## config.mk

```make
export PLATFORM = sky130hd
export DESIGN_NAME = pcit_core_sequencer
export DESIGN_NICKNAME = d
export VERILOG_FILES = /design/src/shared/pcit_pkg.sv /design/src/rtl/pcit_timing_decode.sv /design/src/rtl/pcit_core_sequencer.sv
export SDC_FILE = /design/constraint.sdc
export NUM_CORES = 1
export LEC_CHECK = 0
export ABC_AREA = 1
export BUFFER_PORTS_ARGS = -buffer_cell sky130_fd_sc_hd__buf_2
export CAP_MARGIN = 20
export CORE_ASPECT_RATIO = 0.75
export CORE_UTILIZATION = 45
export DETAILED_ROUTE_END_ITERATION = 8
export PLACE_DENSITY_LB_ADDON = 0.2
export SYNTH_ARGS = -nofsm -noshare
export SYNTH_HDL_FRONTEND = slang
export SYNTH_SLANG_ARGS = --single-unit
```

## constraint.sdc

```tcl
create_clock -name core_clk -period 5.8 [get_ports core_clk]
set_input_delay 1.74 -clock core_clk [delete_from_list [all_inputs] [get_ports core_clk]]
set_output_delay 1.74 -clock core_clk [all_outputs]
set_load 0.005 [all_outputs]
```

## src/shared/pcit_pkg.sv

```systemverilog
// shared constants and types for the instruction timing sequencer
package pcit_pkg;

  // sequencer states, one-hot
  typedef enum logic [1:0] {
    PCIT_ST_BOOT = 2'h1,  // first cycle after reset, program address settles
    PCIT_ST_RUN  = 2'h2   // instructions are being sequenced
  } pcit_state_type;

  // timing class of an opcode, steers address generation
  typedef enum logic [3:0] {
    PCIT_CLS_SEQ     = 4'h0,  // straight line, next opcode follows
    PCIT_CLS_COND    = 4'h1,  // conditional relative branch
    PCIT_CLS_REL     = 4'h2,  // unconditional relative branch
    PCIT_CLS_ABS11   = 4'h3,  // branch inside the 2 kB page of the following instruction
    PCIT_CLS_ABS16   = 4'h4,  // branch to a full 16-bit address
    PCIT_CLS_JMP_IND = 4'h5,  // branch to accumulator plus data pointer
    PCIT_CLS_RET     = 4'h6,  // branch to a popped return address
    PCIT_CLS_CODE_RD = 4'h7,  // code byte read through the program bus
    PCIT_CLS_EXT     = 4'h8   // external data move
  } pcit_class_type;

  typedef logic [15:0] pcit_addr_type;  // program and data pointer width
  typedef logic [1:0]  pcit_len_type;   // instruction length in bytes
  typedef logic [3:0]  pcit_cyc_type;   // cycle count and cycle index
  typedef logic [7:0]  pcit_byte_type;  // one program byte

  // instruction lengths
  localparam pcit_len_type LEN_1 = 2'h1;
  localparam pcit_len_type LEN_2 = 2'h2;
  localparam pcit_len_type LEN_3 = 2'h3;

  // cycle counts and cycle indexes
  localparam pcit_cyc_type CYC_FIRST = 4'h0;  // index of the opcode cycle
  localparam pcit_cyc_type CYC_1     = 4'h1;
  localparam pcit_cyc_type CYC_2     = 4'h2;
  localparam pcit_cyc_type CYC_3     = 4'h3;
  localparam pcit_cyc_type CYC_4     = 4'h4;
  localparam pcit_cyc_type CYC_RET   = 4'h5;
  localparam pcit_cyc_type CYC_DIV   = 4'h8;
  localparam pcit_cyc_type CYC_MUL   = 4'h4;

  // cycle indexes at which the sequencer acts
  localparam pcit_cyc_type IDX_OPND1   = 4'h1;  // first operand byte on the bus
  localparam pcit_cyc_type IDX_OPND2   = 4'h2;  // second operand byte on the bus
  localparam pcit_cyc_type IDX_CODE_AD = 4'h1;  // code read address goes out
  localparam pcit_cyc_type IDX_CODE_DT = 4'h2;  // code read byte comes back
  localparam pcit_cyc_type IDX_XDATA   = 4'h1;  // external move strobe

  // reset values
  localparam pcit_addr_type RESET_PC   = 16'h0000;
  localparam pcit_byte_type RESET_BYTE = 8'h00;

  // opcode field positions
  localparam int unsigned OPC_XWRITE_BIT = 4;   // external move writes when set
  localparam int unsigned OPC_XNARROW_BIT = 1;  // external move uses 8-bit pointer
  localparam int unsigned OPC_DATA_POINTER_16_BIT   = 4;   // code read based on data pointer
  localparam int unsigned OPC_PAGE_MSB   = 7;   // top of in-page address field
  localparam int unsigned OPC_PAGE_LSB   = 5;   // bottom of in-page address field
  localparam int unsigned PC_PAGE_LSB    = 11;  // lowest bit kept by an in-page branch

endpackage

```

## src/rtl/pcit_timing_decode.sv

```systemverilog
`timescale 1ns/10ps
`default_nettype none
// length, cycle count and timing class of one opcode byte
module pcit_timing_decode (
  input  wire pcit_pkg::pcit_byte_type opc_byte,
  output pcit_pkg::pcit_len_type       dec_len,
  output pcit_pkg::pcit_cyc_type       dec_cyc,
  output pcit_pkg::pcit_class_type     dec_cls
);
  import pcit_pkg::*;

  // first matching pattern wins, so exceptions stand above their column
  always_comb begin
    dec_len = LEN_1;
    dec_cyc = CYC_1;
    dec_cls = PCIT_CLS_SEQ;
    casez (opc_byte)
      8'h00, 8'ha5 : begin  // no-operation and its unused twin
        dec_len = LEN_1;
        dec_cyc = CYC_1;
      end
      8'b???0_0001, 8'b???1_0001 : begin  // in-page jump and call
        dec_len = LEN_2;
        dec_cyc = CYC_3;
        dec_cls = PCIT_CLS_ABS11;
      end
      8'h02, 8'h12 : begin  // long jump and call
        dec_len = LEN_3;
        dec_cyc = CYC_4;
        dec_cls = PCIT_CLS_ABS16;
      end
      8'h22, 8'h32 : begin  // returns
        dec_cyc = CYC_RET;
        dec_cls = PCIT_CLS_RET;
      end
      8'h10, 8'h20, 8'h30, 8'hb4, 8'b1011_1???, 8'hd5 : begin  // bit, compare, count
        dec_len = LEN_3;
        dec_cyc = CYC_3;
        dec_cls = PCIT_CLS_COND;
      end
      8'hb5, 8'b1011_011? : begin  // compares that read RAM first
        dec_len = LEN_3;
        dec_cyc = CYC_4;
        dec_cls = PCIT_CLS_COND;
      end
      8'h40, 8'h50, 8'h60, 8'h70, 8'b1101_1??? : begin  // short tests
        dec_len = LEN_2;
        dec_cyc = CYC_2;
        dec_cls = PCIT_CLS_COND;
      end
      8'h80 : begin  // short jump
        dec_len = LEN_2;
        dec_cyc = CYC_3;
        dec_cls = PCIT_CLS_REL;
      end
      8'h73 : begin  // jump to accumulator plus pointer
        dec_cyc = CYC_3;
        dec_cls = PCIT_CLS_JMP_IND;
      end
      8'h83, 8'h93 : begin  // code byte read
        dec_cyc = CYC_3;
        dec_cls = PCIT_CLS_CODE_RD;
      end
      8'he0, 8'he2, 8'he3, 8'hf0, 8'hf2, 8'hf3 : begin  // external moves
        dec_cyc = CYC_3;
        dec_cls = PCIT_CLS_EXT;
      end
      8'h84 : dec_cyc = CYC_DIV;  // divide
      8'ha4 : dec_cyc = CYC_MUL;  // multiply
      8'h90, 8'h85, 8'h75, 8'h43, 8'h53, 8'h63 : begin
        dec_len = LEN_3;
        dec_cyc = CYC_3;
      end
      8'b????0000, 8'b????0010 : begin  // push, pop, bit ops
        dec_len = LEN_2;
        dec_cyc = CYC_2;
      end
      8'b????0011, 8'b000?0100, 8'b11??0100 : begin
        dec_len = LEN_1;
        dec_cyc = CYC_1;
      end
      8'b????0100, 8'b????0101 : begin  // immediate and direct forms
        dec_len = LEN_2;
        dec_cyc = CYC_2;
      end
      8'b0111_011?, 8'b1000_011?, 8'b1010_011? : begin  // indirect with a byte
        dec_len = LEN_2;
        dec_cyc = CYC_2;
      end
      8'b????011? : begin  // indirect RAM
        dec_len = LEN_1;
        dec_cyc = CYC_2;
      end
      8'b0111_1???, 8'b1000_1???, 8'b1010_1??? : begin
        dec_len = LEN_2;
        dec_cyc = CYC_2;
      end
      default : begin  // bank register forms
        dec_len = LEN_1;
        dec_cyc = CYC_1;
      end
    endcase
  end

endmodule
`default_nettype wire

```

## src/rtl/pcit_core_sequencer.sv

```systemverilog
`timescale 1ns/10ps
`default_nettype none
// Notes on behaviour
// - one counter step per system clock
// - default: one cycle per instruction byte
// - untaken conditional branch ends one cycle early
// - indirect RAM arithmetic/logic: one byte, two cycles
// - register forms one cycle, direct forms two
// - logic immediate into direct byte: three cycles
// - logic accumulator into direct byte: two cycles
// - accumulator-only operations: one byte, one cycle
// - code byte read: one byte, three cycles
// - all external data moves take three cycles
// - load data pointer immediate: three cycles
// - direct to direct move: three cycles
// - store accumulator indirect: two cycles
// - load bank register immediate: two cycles
// - push and pop: two bytes, two cycles
// - indirect exchanges: one byte, two cycles
// - relative offset signed, from next instruction
// - unused opcode behaves as no-operation
module pcit_core_sequencer (
  input  wire logic                     core_clk,
  input  wire logic                     rst_n,
  input  wire pcit_pkg::pcit_byte_type  code_rdata,
  input  wire logic                     branch_cond,
  input  wire pcit_pkg::pcit_byte_type  acc_value,
  input  wire pcit_pkg::pcit_addr_type  data_pointer_16,
  input  wire pcit_pkg::pcit_addr_type  return_addr,
  output pcit_pkg::pcit_addr_type       code_addr,
  output logic                          instr_first,
  output logic                          instr_last,
  output pcit_pkg::pcit_byte_type       opcode_byte,
  output pcit_pkg::pcit_byte_type       operand1_byte,
  output pcit_pkg::pcit_byte_type       operand2_byte,
  output pcit_pkg::pcit_byte_type       code_read_byte,
  output pcit_pkg::pcit_cyc_type        cycle_index,
  output logic                          xdata_req,
  output logic                          xdata_we,
  output logic                          xdata_narrow
);
  import pcit_pkg::*;

  // wrap-around address sum
  function automatic pcit_addr_type addr_add(input pcit_addr_type a,
                                             input pcit_addr_type b);
    pcit_addr_type s;
    s = a + b;
    return s;
  endfunction

  // sign-extend an 8-bit branch offset to the address width
  function automatic pcit_addr_type sext_rel(input pcit_byte_type rel);
    return {{8{rel[7]}}, rel};
  endfunction

  // registered state
  pcit_state_type state_q;    // boot or run
  pcit_state_type state_d;
  pcit_addr_type  pc_q;       // address of the current opcode
  pcit_addr_type  pc_d;
  pcit_addr_type  addr_q;     // program address on the bus
  pcit_addr_type  addr_d;
  pcit_cyc_type   cyc_q;      // cycle index inside the instruction
  pcit_cyc_type   cyc_d;
  pcit_byte_type  opc_q;      // held opcode
  pcit_byte_type  opc_d;
  pcit_byte_type  op1_q;      // held first operand byte
  pcit_byte_type  op1_d;
  pcit_byte_type  op2_q;      // held second operand byte
  pcit_byte_type  op2_d;
  pcit_byte_type  cbyte_q;    // byte returned by a code read
  pcit_byte_type  cbyte_d;
  pcit_len_type   len_q;      // held instruction length
  pcit_len_type   len_d;
  pcit_cyc_type   base_q;     // held cycle count, untaken case
  pcit_cyc_type   base_d;
  pcit_class_type cls_q;      // held timing class
  pcit_class_type cls_d;

  // live decode of the byte on the program bus
  pcit_len_type   dec_len;
  pcit_cyc_type   dec_cyc;
  pcit_class_type dec_cls;

  // decode in force for this cycle
  logic           running;    // sequencer is in run state
  logic           first;      // opcode cycle
  pcit_len_type   cur_len;
  pcit_cyc_type   cur_base;
  pcit_class_type cur_cls;
  pcit_byte_type  cur_opc;

  // address generation terms
  logic           base_end;   // last cycle of the untaken count
  logic           taken_cyc;  // extra cycle of a taken branch
  logic           is_last;    // last cycle of the instruction
  logic           redirect;   // next opcode comes from a branch target
  pcit_cyc_type   step;       // bytes fetched so far, capped at length
  pcit_addr_type  pc_after;   // address of the following instruction
  pcit_addr_type  seq_addr;   // next sequential fetch address
  pcit_addr_type  target;     // branch destination
  pcit_addr_type  code_ptr;   // address of a code byte read
  pcit_byte_type  rel_byte;   // branch offset, last byte of the branch

  // timing decode of the incoming byte
  pcit_timing_decode u_decode (
    .opc_byte (code_rdata),
    .dec_len  (dec_len),
    .dec_cyc  (dec_cyc),
    .dec_cls  (dec_cls)
  );

  // pick live decode in the opcode cycle, held decode later
  always_comb begin
    running  = (state_q == PCIT_ST_RUN);
    first    = running && (cyc_q == CYC_FIRST);
    cur_len  = first ? dec_len : len_q;
    cur_base = first ? dec_cyc : base_q;
    cur_cls  = first ? dec_cls : cls_q;
    cur_opc  = first ? code_rdata : opc_q;
  end

  // end-of-instruction detection
  always_comb begin
    base_end  = (cyc_q == (cur_base - CYC_1));
    taken_cyc = (cyc_q == cur_base);  // only reached after a true condition
    if (!running) begin  // nothing ends while booting
      is_last = 1'b0;
    end else if (cur_cls == PCIT_CLS_COND) begin
      is_last = (base_end && !branch_cond) || taken_cyc;
    end else begin
      is_last = base_end;
    end
    case (cur_cls)
      PCIT_CLS_REL, PCIT_CLS_ABS11, PCIT_CLS_ABS16,
      PCIT_CLS_JMP_IND, PCIT_CLS_RET : redirect = is_last;
      PCIT_CLS_COND                  : redirect = is_last && taken_cyc;
      default                        : redirect = 1'b0;
    endcase
  end

  // address arithmetic
  always_comb begin
    // fetch byte by byte until the length is used up, then hold
    if ((cyc_q + CYC_1) < {2'b00, cur_len}) begin
      step = cyc_q + CYC_1;
    end else begin
      step = {2'b00, cur_len};
    end
    seq_addr = addr_add(pc_q, {12'h000, step});
    pc_after = addr_add(pc_q, {14'h0000, cur_len});
    // the offset is always the last byte of the branch
    rel_byte = (cur_len == LEN_2) ? op1_q : op2_q;
    case (cur_cls)
      PCIT_CLS_REL, PCIT_CLS_COND : begin  // offset from next instruction
        target = addr_add(pc_after, sext_rel(rel_byte));
      end
      PCIT_CLS_ABS11 : begin  // page of the following instruction
        target = {pc_after[15:PC_PAGE_LSB], opc_q[OPC_PAGE_MSB:OPC_PAGE_LSB], op1_q};
      end
      PCIT_CLS_ABS16 : begin  // high byte first
        target = {op1_q, op2_q};
      end
      PCIT_CLS_JMP_IND : begin
        target = addr_add(data_pointer_16, {8'h00, acc_value});
      end
      PCIT_CLS_RET : begin
        target = return_addr;
      end
      default : begin
        target = pc_after;
      end
    endcase
    // code read base is the data pointer or the following instruction
    if (cur_opc[OPC_DATA_POINTER_16_BIT]) begin
      code_ptr = addr_add(data_pointer_16, {8'h00, acc_value});
    end else begin
      code_ptr = addr_add(pc_after, {8'h00, acc_value});
    end
  end

  // next-state logic for the sequencer
  always_comb begin
    state_d = state_q;
    pc_d    = pc_q;
    addr_d  = addr_q;
    cyc_d   = cyc_q;
    opc_d   = opc_q;
    op1_d   = op1_q;
    op2_d   = op2_q;
    cbyte_d = cbyte_q;
    len_d   = len_q;
    base_d  = base_q;
    cls_d   = cls_q;
    case (state_q)
      PCIT_ST_BOOT : begin  // address of the first opcode is already out
        state_d = PCIT_ST_RUN;
        cyc_d   = CYC_FIRST;
      end
      PCIT_ST_RUN : begin
        // capture opcode and its timing in the opcode cycle
        if (first) begin
          opc_d  = code_rdata;
          len_d  = dec_len;
          base_d = dec_cyc;
          cls_d  = dec_cls;
        end
        // operand bytes appear one per cycle
        if (cyc_q == IDX_OPND1 && cur_len != LEN_1) begin
          op1_d = code_rdata;
        end
        if (cyc_q == IDX_OPND2 && cur_len == LEN_3) begin
          op2_d = code_rdata;
        end
        // a code read returns its byte one cycle after its address
        if (cur_cls == PCIT_CLS_CODE_RD && cyc_q == IDX_CODE_DT) begin
          cbyte_d = code_rdata;
        end
        // program address for the next cycle
        if (is_last) begin
          addr_d = redirect ? target : pc_after;
          pc_d   = redirect ? target : pc_after;
          cyc_d  = CYC_FIRST;
        end else begin
          if (cur_cls == PCIT_CLS_CODE_RD && cyc_q == IDX_CODE_AD) begin
            addr_d = code_ptr;
          end else begin
            addr_d = seq_addr;
          end
          cyc_d = cyc_q + CYC_1;
        end
      end
      default : begin  // illegal state, restart cleanly
        state_d = PCIT_ST_BOOT;
        pc_d    = RESET_PC;
        addr_d  = RESET_PC;
        cyc_d   = CYC_FIRST;
      end
    endcase
  end

  // state registers
  always_ff @(posedge core_clk or negedge rst_n) begin
    if (!rst_n) begin
      state_q <= PCIT_ST_BOOT;
      pc_q    <= RESET_PC;
      addr_q  <= RESET_PC;
      cyc_q   <= CYC_FIRST;
      opc_q   <= RESET_BYTE;
      op1_q   <= RESET_BYTE;
      op2_q   <= RESET_BYTE;
      cbyte_q <= RESET_BYTE;
      len_q   <= LEN_1;
      base_q  <= CYC_1;
      cls_q   <= PCIT_CLS_SEQ;
    end else begin
      state_q <= state_d;
      pc_q    <= pc_d;
      addr_q  <= addr_d;
      cyc_q   <= cyc_d;
      opc_q   <= opc_d;
      op1_q   <= op1_d;
      op2_q   <= op2_d;
      cbyte_q <= cbyte_d;
      len_q   <= len_d;
      base_q  <= base_d;
      cls_q   <= cls_d;
    end
  end

  // outputs
  assign code_addr      = addr_q;
  assign instr_first    = first;
  assign instr_last     = is_last;
  assign opcode_byte    = opc_q;
  assign operand1_byte  = op1_q;
  assign operand2_byte  = op2_q;
  assign code_read_byte = cbyte_q;
  assign cycle_index    = cyc_q;

  // external move strobe in the second cycle
  assign xdata_req    = running && (cls_q == PCIT_CLS_EXT) && (cyc_q == IDX_XDATA);
  assign xdata_we     = opc_q[OPC_XWRITE_BIT];
  assign xdata_narrow = opc_q[OPC_XNARROW_BIT];

endmodule
`default_nettype wire

```

Word-level counts from Yosys, hierarchy flattened:

Index checks and enable logic that the tools add are counted.

* bits in latches: 0
* RAM bits: 0
* memories: 0
* word-level logic and storage cells: 158
* output and inout bits: 57
* input port bits: 51
* register bits after elaboration: 80
* memory bits (read-only): 0

* reduce and logical (&&, ||, !) cells: 39
* add/sub/neg operators: 7
* equality and inequality tests: 69
* multiply operators: 0
* order comparisons: 1
* bitwise gates (word level): 1
* shifts and indexed selects: 0
* divide/modulo/power cells: 0
* muxes and demuxes: 29

Operators with widths (number)
* == test 8 bit (second input constant): 17
* 2-to-1 mux 16 bit: 5
* one-hot mux 16 bit (5 select lines): 1
* == test 8 x 7 -> 1 bit (second input constant): 9
* one-hot mux 16 bit (2 select lines): 2
* adder 16 x 8 -> 16 bit: 2
* == test 8 x 6 -> 1 bit (second input constant): 4
* one-hot mux 4 bit (8 select lines): 1
* == test 5 bit (second input constant): 5
* == test 4 x 3 -> 1 bit (second input constant): 6
* 2-to-1 mux 4 bit: 6
* one-hot mux 4 bit (6 select lines): 1
* OR reduction 24 bit: 1
* == test 7 bit (second input constant): 3
* == test 4 x 2 -> 1 bit (second input constant): 5
* OR reduction 5 bit: 4
* adder 16 bit: 1
* adder 16 x 2 -> 16 bit: 1
* adder 16 x 4 -> 16 bit: 1
* == test 8 x 5 -> 1 bit (second input constant): 2
* OR reduction 16 bit: 1
* OR reduction 15 bit: 1
* OR reduction 2 bit: 7
* OR reduction 13 bit: 1
* 36 further kinds: 59

Depth between registers and ports, before layout:

* depth in word-level cells: 18
* gate-level depth with buffers: 39
* depth with buffers taken out: 38

Cells and area by module:

A second synthesis with hierarchy kept.

* cell total of the unflattened synthesis: 1177
* area total of the unflattened synthesis: 7693.6 sq um

Modules (own cells, without submodules)
* pcit_core_sequencer: sequential area each 2005.7 sq um, instances 1, cells each 1053, area each 7114.3 sq um
* pcit_timing_decode: sequential area each 0.0 sq um, instances 1, cells each 124, area each 579.3 sq um

Least setup slack after synthesis:

OpenSTA, ideal clock, no wires.

* kind: input -> register
* start: in code_rdata[5]
* end: reg addr_q[13] (netlist: code_addr[13])
* library setup time: 0.121 ns
* arrival: 5.609 ns
* required time: 5.679 ns
* path buffers: 1
* stages on the path: 39
* slack: 0.070 ns
* cells stage by stage: buf_2 -> inv_2 -> nand2_1 -> nor2_1 -> nand2_1 -> nand3_1 -> inv_1 -> nand2_1 -> nor2_1 -> nand3_1 -> nand2_2 -> inv_1 -> ha_1 -> inv_1 -> fa_1 -> or2_2 -> nand2_1 -> inv_1 -> [... 3 more ...] -> nor2_1 -> nor2_1 -> o21bai_1 -> a21oi_1 -> o21bai_1 -> inv_1 -> nor2_1 -> nand2_1 -> nand2_1 -> nand2_1 -> nand2_2 -> nand2_1 -> nand2_1 -> nand2_1 -> nand2_1 -> o21ai_1 -> nand2_1 -> nand2_1

* elaborated cells between the ends (all ways): 105
* classes of those cells: 5 x add/sub; 1 x order compare; 53 x eq/ne; 23 x mux; 23 x reduce/logical

RTL lines
* start: declaration: RTL line pcit_core_sequencer.sv:25 `input wire pcit_pkg::pcit_byte_type code_rdata,`
* == test 5 x 4 -> 1 bit / == test 5 bit (equally long branches): RTL line pcit_timing_decode.sv:17 `casez (opc_byte)`
* OR reduction 3 bit
* 2-to-1 mux 2 bit (2 in series): RTL line pcit_timing_decode.sv:17
* one-hot mux 2 bit (2 select lines): RTL line pcit_timing_decode.sv:17
* one-hot mux 2 bit (3 select lines) (*): RTL line pcit_timing_decode.sv:17
* 2-to-1 mux 2 bit (*)
* named net cur_len[0]: RTL line pcit_core_sequencer.sv:89 `pcit_len_type cur_len;`
* branches (longest 5 deep; another with adder 16 x 2 -> 16 bit)
* 2-to-1 mux 16 bit (*): RTL line pcit_core_sequencer.sv:221 `if (is_last) begin`
* one-hot mux 16 bit (2 select lines) (*): RTL line pcit_core_sequencer.sv:196 `case (state_q)`
* end signal: assignment: RTL line pcit_core_sequencer.sv:260 `addr_q <= addr_d;`
* end: declaration: RTL line pcit_core_sequencer.sv:62 `pcit_addr_type addr_q;`

Mark *: on every way through the listed nets, which the timed path passes.
A chain may end at the register's enable or synchronous reset.

Final worst setup path:

* start: in code_rdata[6]
* end: out instr_last

* word-level cells in the longest chain between the ends: 13
* elaborated cells between the ends (all ways): 72
* classes of those cells: 1 x add/sub; 47 x eq/ne; 9 x mux; 15 x reduce/logical

RTL lines
* == test 5 x 4 -> 1 bit / == test 5 bit (equally long branches): RTL line pcit_timing_decode.sv:17
* OR reduction 4 bit (no source line)
* 2-to-1 mux 2 bit: RTL line pcit_timing_decode.sv:17
* 2-to-1 mux 4 bit: RTL line pcit_timing_decode.sv:17
* one-hot mux 4 bit (2 select lines): RTL line pcit_timing_decode.sv:17
* one-hot mux 4 bit (6 select lines): RTL line pcit_timing_decode.sv:17
* 2-to-1 mux 4 bit
* subtractor 4 x 1 -> 4 bit: RTL line pcit_core_sequencer.sv:126 `base_end = (cyc_q == (cur_base - CYC_1));`
* == test 4 bit: RTL line pcit_core_sequencer.sv:126
* logical AND 1 bit: RTL line pcit_core_sequencer.sv:131 `is_last = (base_end && !branch_cond) || taken_cyc;`
* logical OR 1 bit: RTL line pcit_core_sequencer.sv:131
* 2-to-1 mux 1 bit (*): RTL line pcit_core_sequencer.sv:130 `end else if (cur_cls == PCIT_CLS_COND) begin`
* 2-to-1 mux 1 bit (*): RTL line pcit_core_sequencer.sv:128 `if (!running) begin`
* end: declaration: RTL line pcit_core_sequencer.sv:32 `output logic instr_last,`

Every way passes the cells marked *; elsewhere a longest branch is shown, timed or not.

==> run metrics <==
outcome finished, violations left; failing checks setup timing; chip height 113 µm; layout cells sized above 1 33.2%; post-synthesis mux area share 0.135%; global-route usage over all layers 34.7%; fmax 169 MHz; count of pins over their slew limit 0; Final Wtd Congestion 0.986; placed instance area 9230 µm²; Switch Pwr 2.70 mW; crit path launch type input port; CTS tree done; total power 5.36 mW; final-report hold violation count 0; max cap viols 0; IO Pins 108; number of port buffers 107; power per cell area 524 nW/µm²; Setup-failing EPs final 1; mapped cell area 7440 µm²; Synth Area per Inst 6.76 µm²; Synth warnings 0; Place WS -0.581 ns; Layout fillers 1532; Clk pwr share 10.7%; Gate power share 70.8%; initial antenna violation count 0; vias 8582; Period minus WS final 5.93 ns; Finished Core Util 63.7%; vias per std cell 5.42; hold path cells 2; Antenna diodes 0; Seq pwr share 18.5%; vias in the first global route 7862; Area Growth Syn to Fin 37.7%; worst vdd ir 0.347 mV; Switching Share 50.3%; largest family of logic cells by synthesized area simple AND/OR/NAND/NOR gates; worst setup path category in2out; reg-to-reg slack, setup 0.92 ns; final worst slack -0.125 ns; #FFs+latches synth 80; total CTS buffers 9; WL/cell 18.3 µm; hold_buf cts 0; # placed instances 1543; RSZ-0062 raised after global routing true; Hold WC Path Type reg2reg; ys async rst share 100%; final non-filler cell total 1582; post-synthesis sequential area ratio 27.0%; Synth Area in Compound Gates 17.2%; Final nets 1466; Starting Density 46.3%; largest net degree at the start of global routing 43; die area 17100 µm²; Die X 150 µm; worst path required time 4.06 ns; worst hold slack 0.482 ns; ys flop type dfrtp_1; Reg2Reg Capture Point pc_q[15]; CTS Root Buffer Type clkbuf_16; post-synthesis cell count 1100; reg2reg start cycle_index[0]; clk_skew 0.00936 ns; Pint 2.66 mW; final WL 28900 µm; r2r worst-path depth 34; Core Rows 40; crit path DAT 4.19 ns; DPL Wire Length 22500 µm; CTS Buffer Depth 2; DR iter-0 viols 713; Synth Area in Adders 8.58%; grt ovf 0; xor-xnor portion of the synthesized cell area 5.89%; P_leak 5.21 nW; CP Capture Type output port; Sink Count 80; drt pass-1 iters 5; Synth cell types 57; post-synthesis simple-gate area fraction 32.2%; Final period util 102%; clock slew at reported path FFs 0.07 ns; Post-synth EDFFs 0; crit path max fanout 4; hold path startpoint code_read_byte[2]; Core ar. 16100 µm²; Final Cell Area 10200 µm²; Worst-Margin Slew 0.676 ns; htree depth 3; hold worst-path end code_read_byte[2]; clk_lat worst skew 0.36 ns; final setup TNS -0.125 ns; first-pass GRT wire length 44100 µm; drt drc 0; post-route antenna net violation count 0; relative slew slack 54.3%
[flip-flops by register name (all words and copies together), names as in the netlist]
register	flops
code_addr	16
pc_q	16
code_read_byte	8
opcode_byte	8
operand1_byte	8
operand2_byte	8
base_q	4
cls_q	4
cycle_index	4
len_q	2
state_q	2
[power groups by stage]
stage / Clock, mW / Sequential [mW] / Combinational, mW
after floorplan: 0 / 0.927 / 2.08
after global placement: 0 / 0.987 / 3.32
after detailed placement: 0 / 0.990 / 3.34
after CTS: 0.576 / 0.983 / 3.49
after global routing: 0.600 / 1.02 / 4.18
final: 0.573 / 0.993 / 3.79
[critical path: stages]
cell	delay, ns
buf_8	0.11
inv_4	0.07
nand2_4	0.07
buf_4	0.15
nor2_4	0.10
nand2_2	0.07
nand3_2	0.08
inv_1	0.05
nand2_1	0.08
buf_4	0.11
inv_2	0.02
nand4_1	0.11
nand3_2	0.12
o21ai_2	0.11
inv_2	0.07
ha_4	0.26
xor2_1	0.14
o21ai_1	0.07
nand3b_1	0.15
nor2_1	0.13
nand2_2	0.08
nand2_4	0.08
nand2_4	0.06
inv_4	0.06
buf_6	0.08
[cell usage in the layout, fill, tap and decap left out, types with 3 or more instances in the layout]
cell type / n
buf_6: 17
a22oi_1: 14
fa_1: 4
a21oi_1: 55
o22ai_1: 4
xor2_1: 41
o21ai_0: 65
ha_4: 6
a21oi_2: 3
nand2_1: 247
o2111ai_1: 4
nor4_1: 3
nand3_1: 52
nor2_2: 18
o211ai_1: 16
xnor2_1: 7
nand3_2: 12
nand4_1: 16
inv_2: 18
nor2_4: 17
dfrtp_1: 77
inv_6: 4
nand3b_1: 4
nand2_4: 14
nor2_1: 92
o21bai_1: 5
dfstp_2: 3
o21ai_2: 9
or2_2: 6
buf_2: 97
nand2_2: 27
clkbuf_16: 9
ha_1: 37
nor3_1: 18
inv_1: 109
a31oi_1: 4
inv_4: 10
o21ai_1: 25
buf_4: 167
[Yosys cell counts, drive strengths merged (7+ instances only)]
cell	number	area share (%)
xor2	43	5.1
nand3	64	4.6
or2	8	0.67
buf	18	1.6
a21oi	59	4.1
nand2	289	15
inv	137	6.9
ha	43	7.2
dfrtp	77	26
nand4	16	1.3
clkbuf	9	0.45
o211ai	16	1.6
nor3	19	1.4
nor2	128	7.4
o21ai	99	6.8
a22oi	14	1.4
xnor2	7	0.82
[what timing repair did]
action / in CTS / in global routing
resized for setup: 87 / 74
pin swaps: 24 / 36
endpoints found under the hold margin: 0 / 0
endpoints found under the setup margin: 18 / 23
setup buffers: 16 / 6
[per-layer routing]
layer / vias to the layer above / part of all wire, % / track usage [%]
met5: - / 0 / 0
met4: 0 / 1.1 / 5.79
met3: 23 / 11 / 10.1
met2: 386 / 38 / 46.4
met1: 4001 / 50 / 54.2
li1: 4172 / - / -
[worst max path at each step]
stage,from,end,cells past startpoint
after floorplan,code_rdata[5],code_addr[13],39
after global placement,code_rdata[2],code_addr[13],39
after detailed placement,code_rdata[0],code_addr[12],35
after CTS,code_rdata[0],instr_last,24
after global routing,code_rdata[6],instr_last,26
final,code_rdata[6],instr_last,25
[cell type report]
cell class,count,area (µm²),area share [%]
tap,210,263,2.57
multi-input combinational,857,5200,50.8
timing repair buffer,282,1950,19.0
clock buffer,9,225,2.20
inverter,137,539,5.27
clock inverter,7,58.8,0.574
sequential,80,2010,19.6
[logic make-up (layout without fill, tap and decap cells)]
logic type | count (synthesis) | after routing
adders and majority gates | 48 | 48
buffers and inverters | 164 | 435
xor gates and xnor gates | 50 | 50
other | 1 | 2
AOI/OAI and AO/OA | 219 | 219
DFF | 80 | 80
and+or+nand+nor | 537 | 537
muxes | 1 | 1
Note: power is estimated with default switching activity, not from simulation.
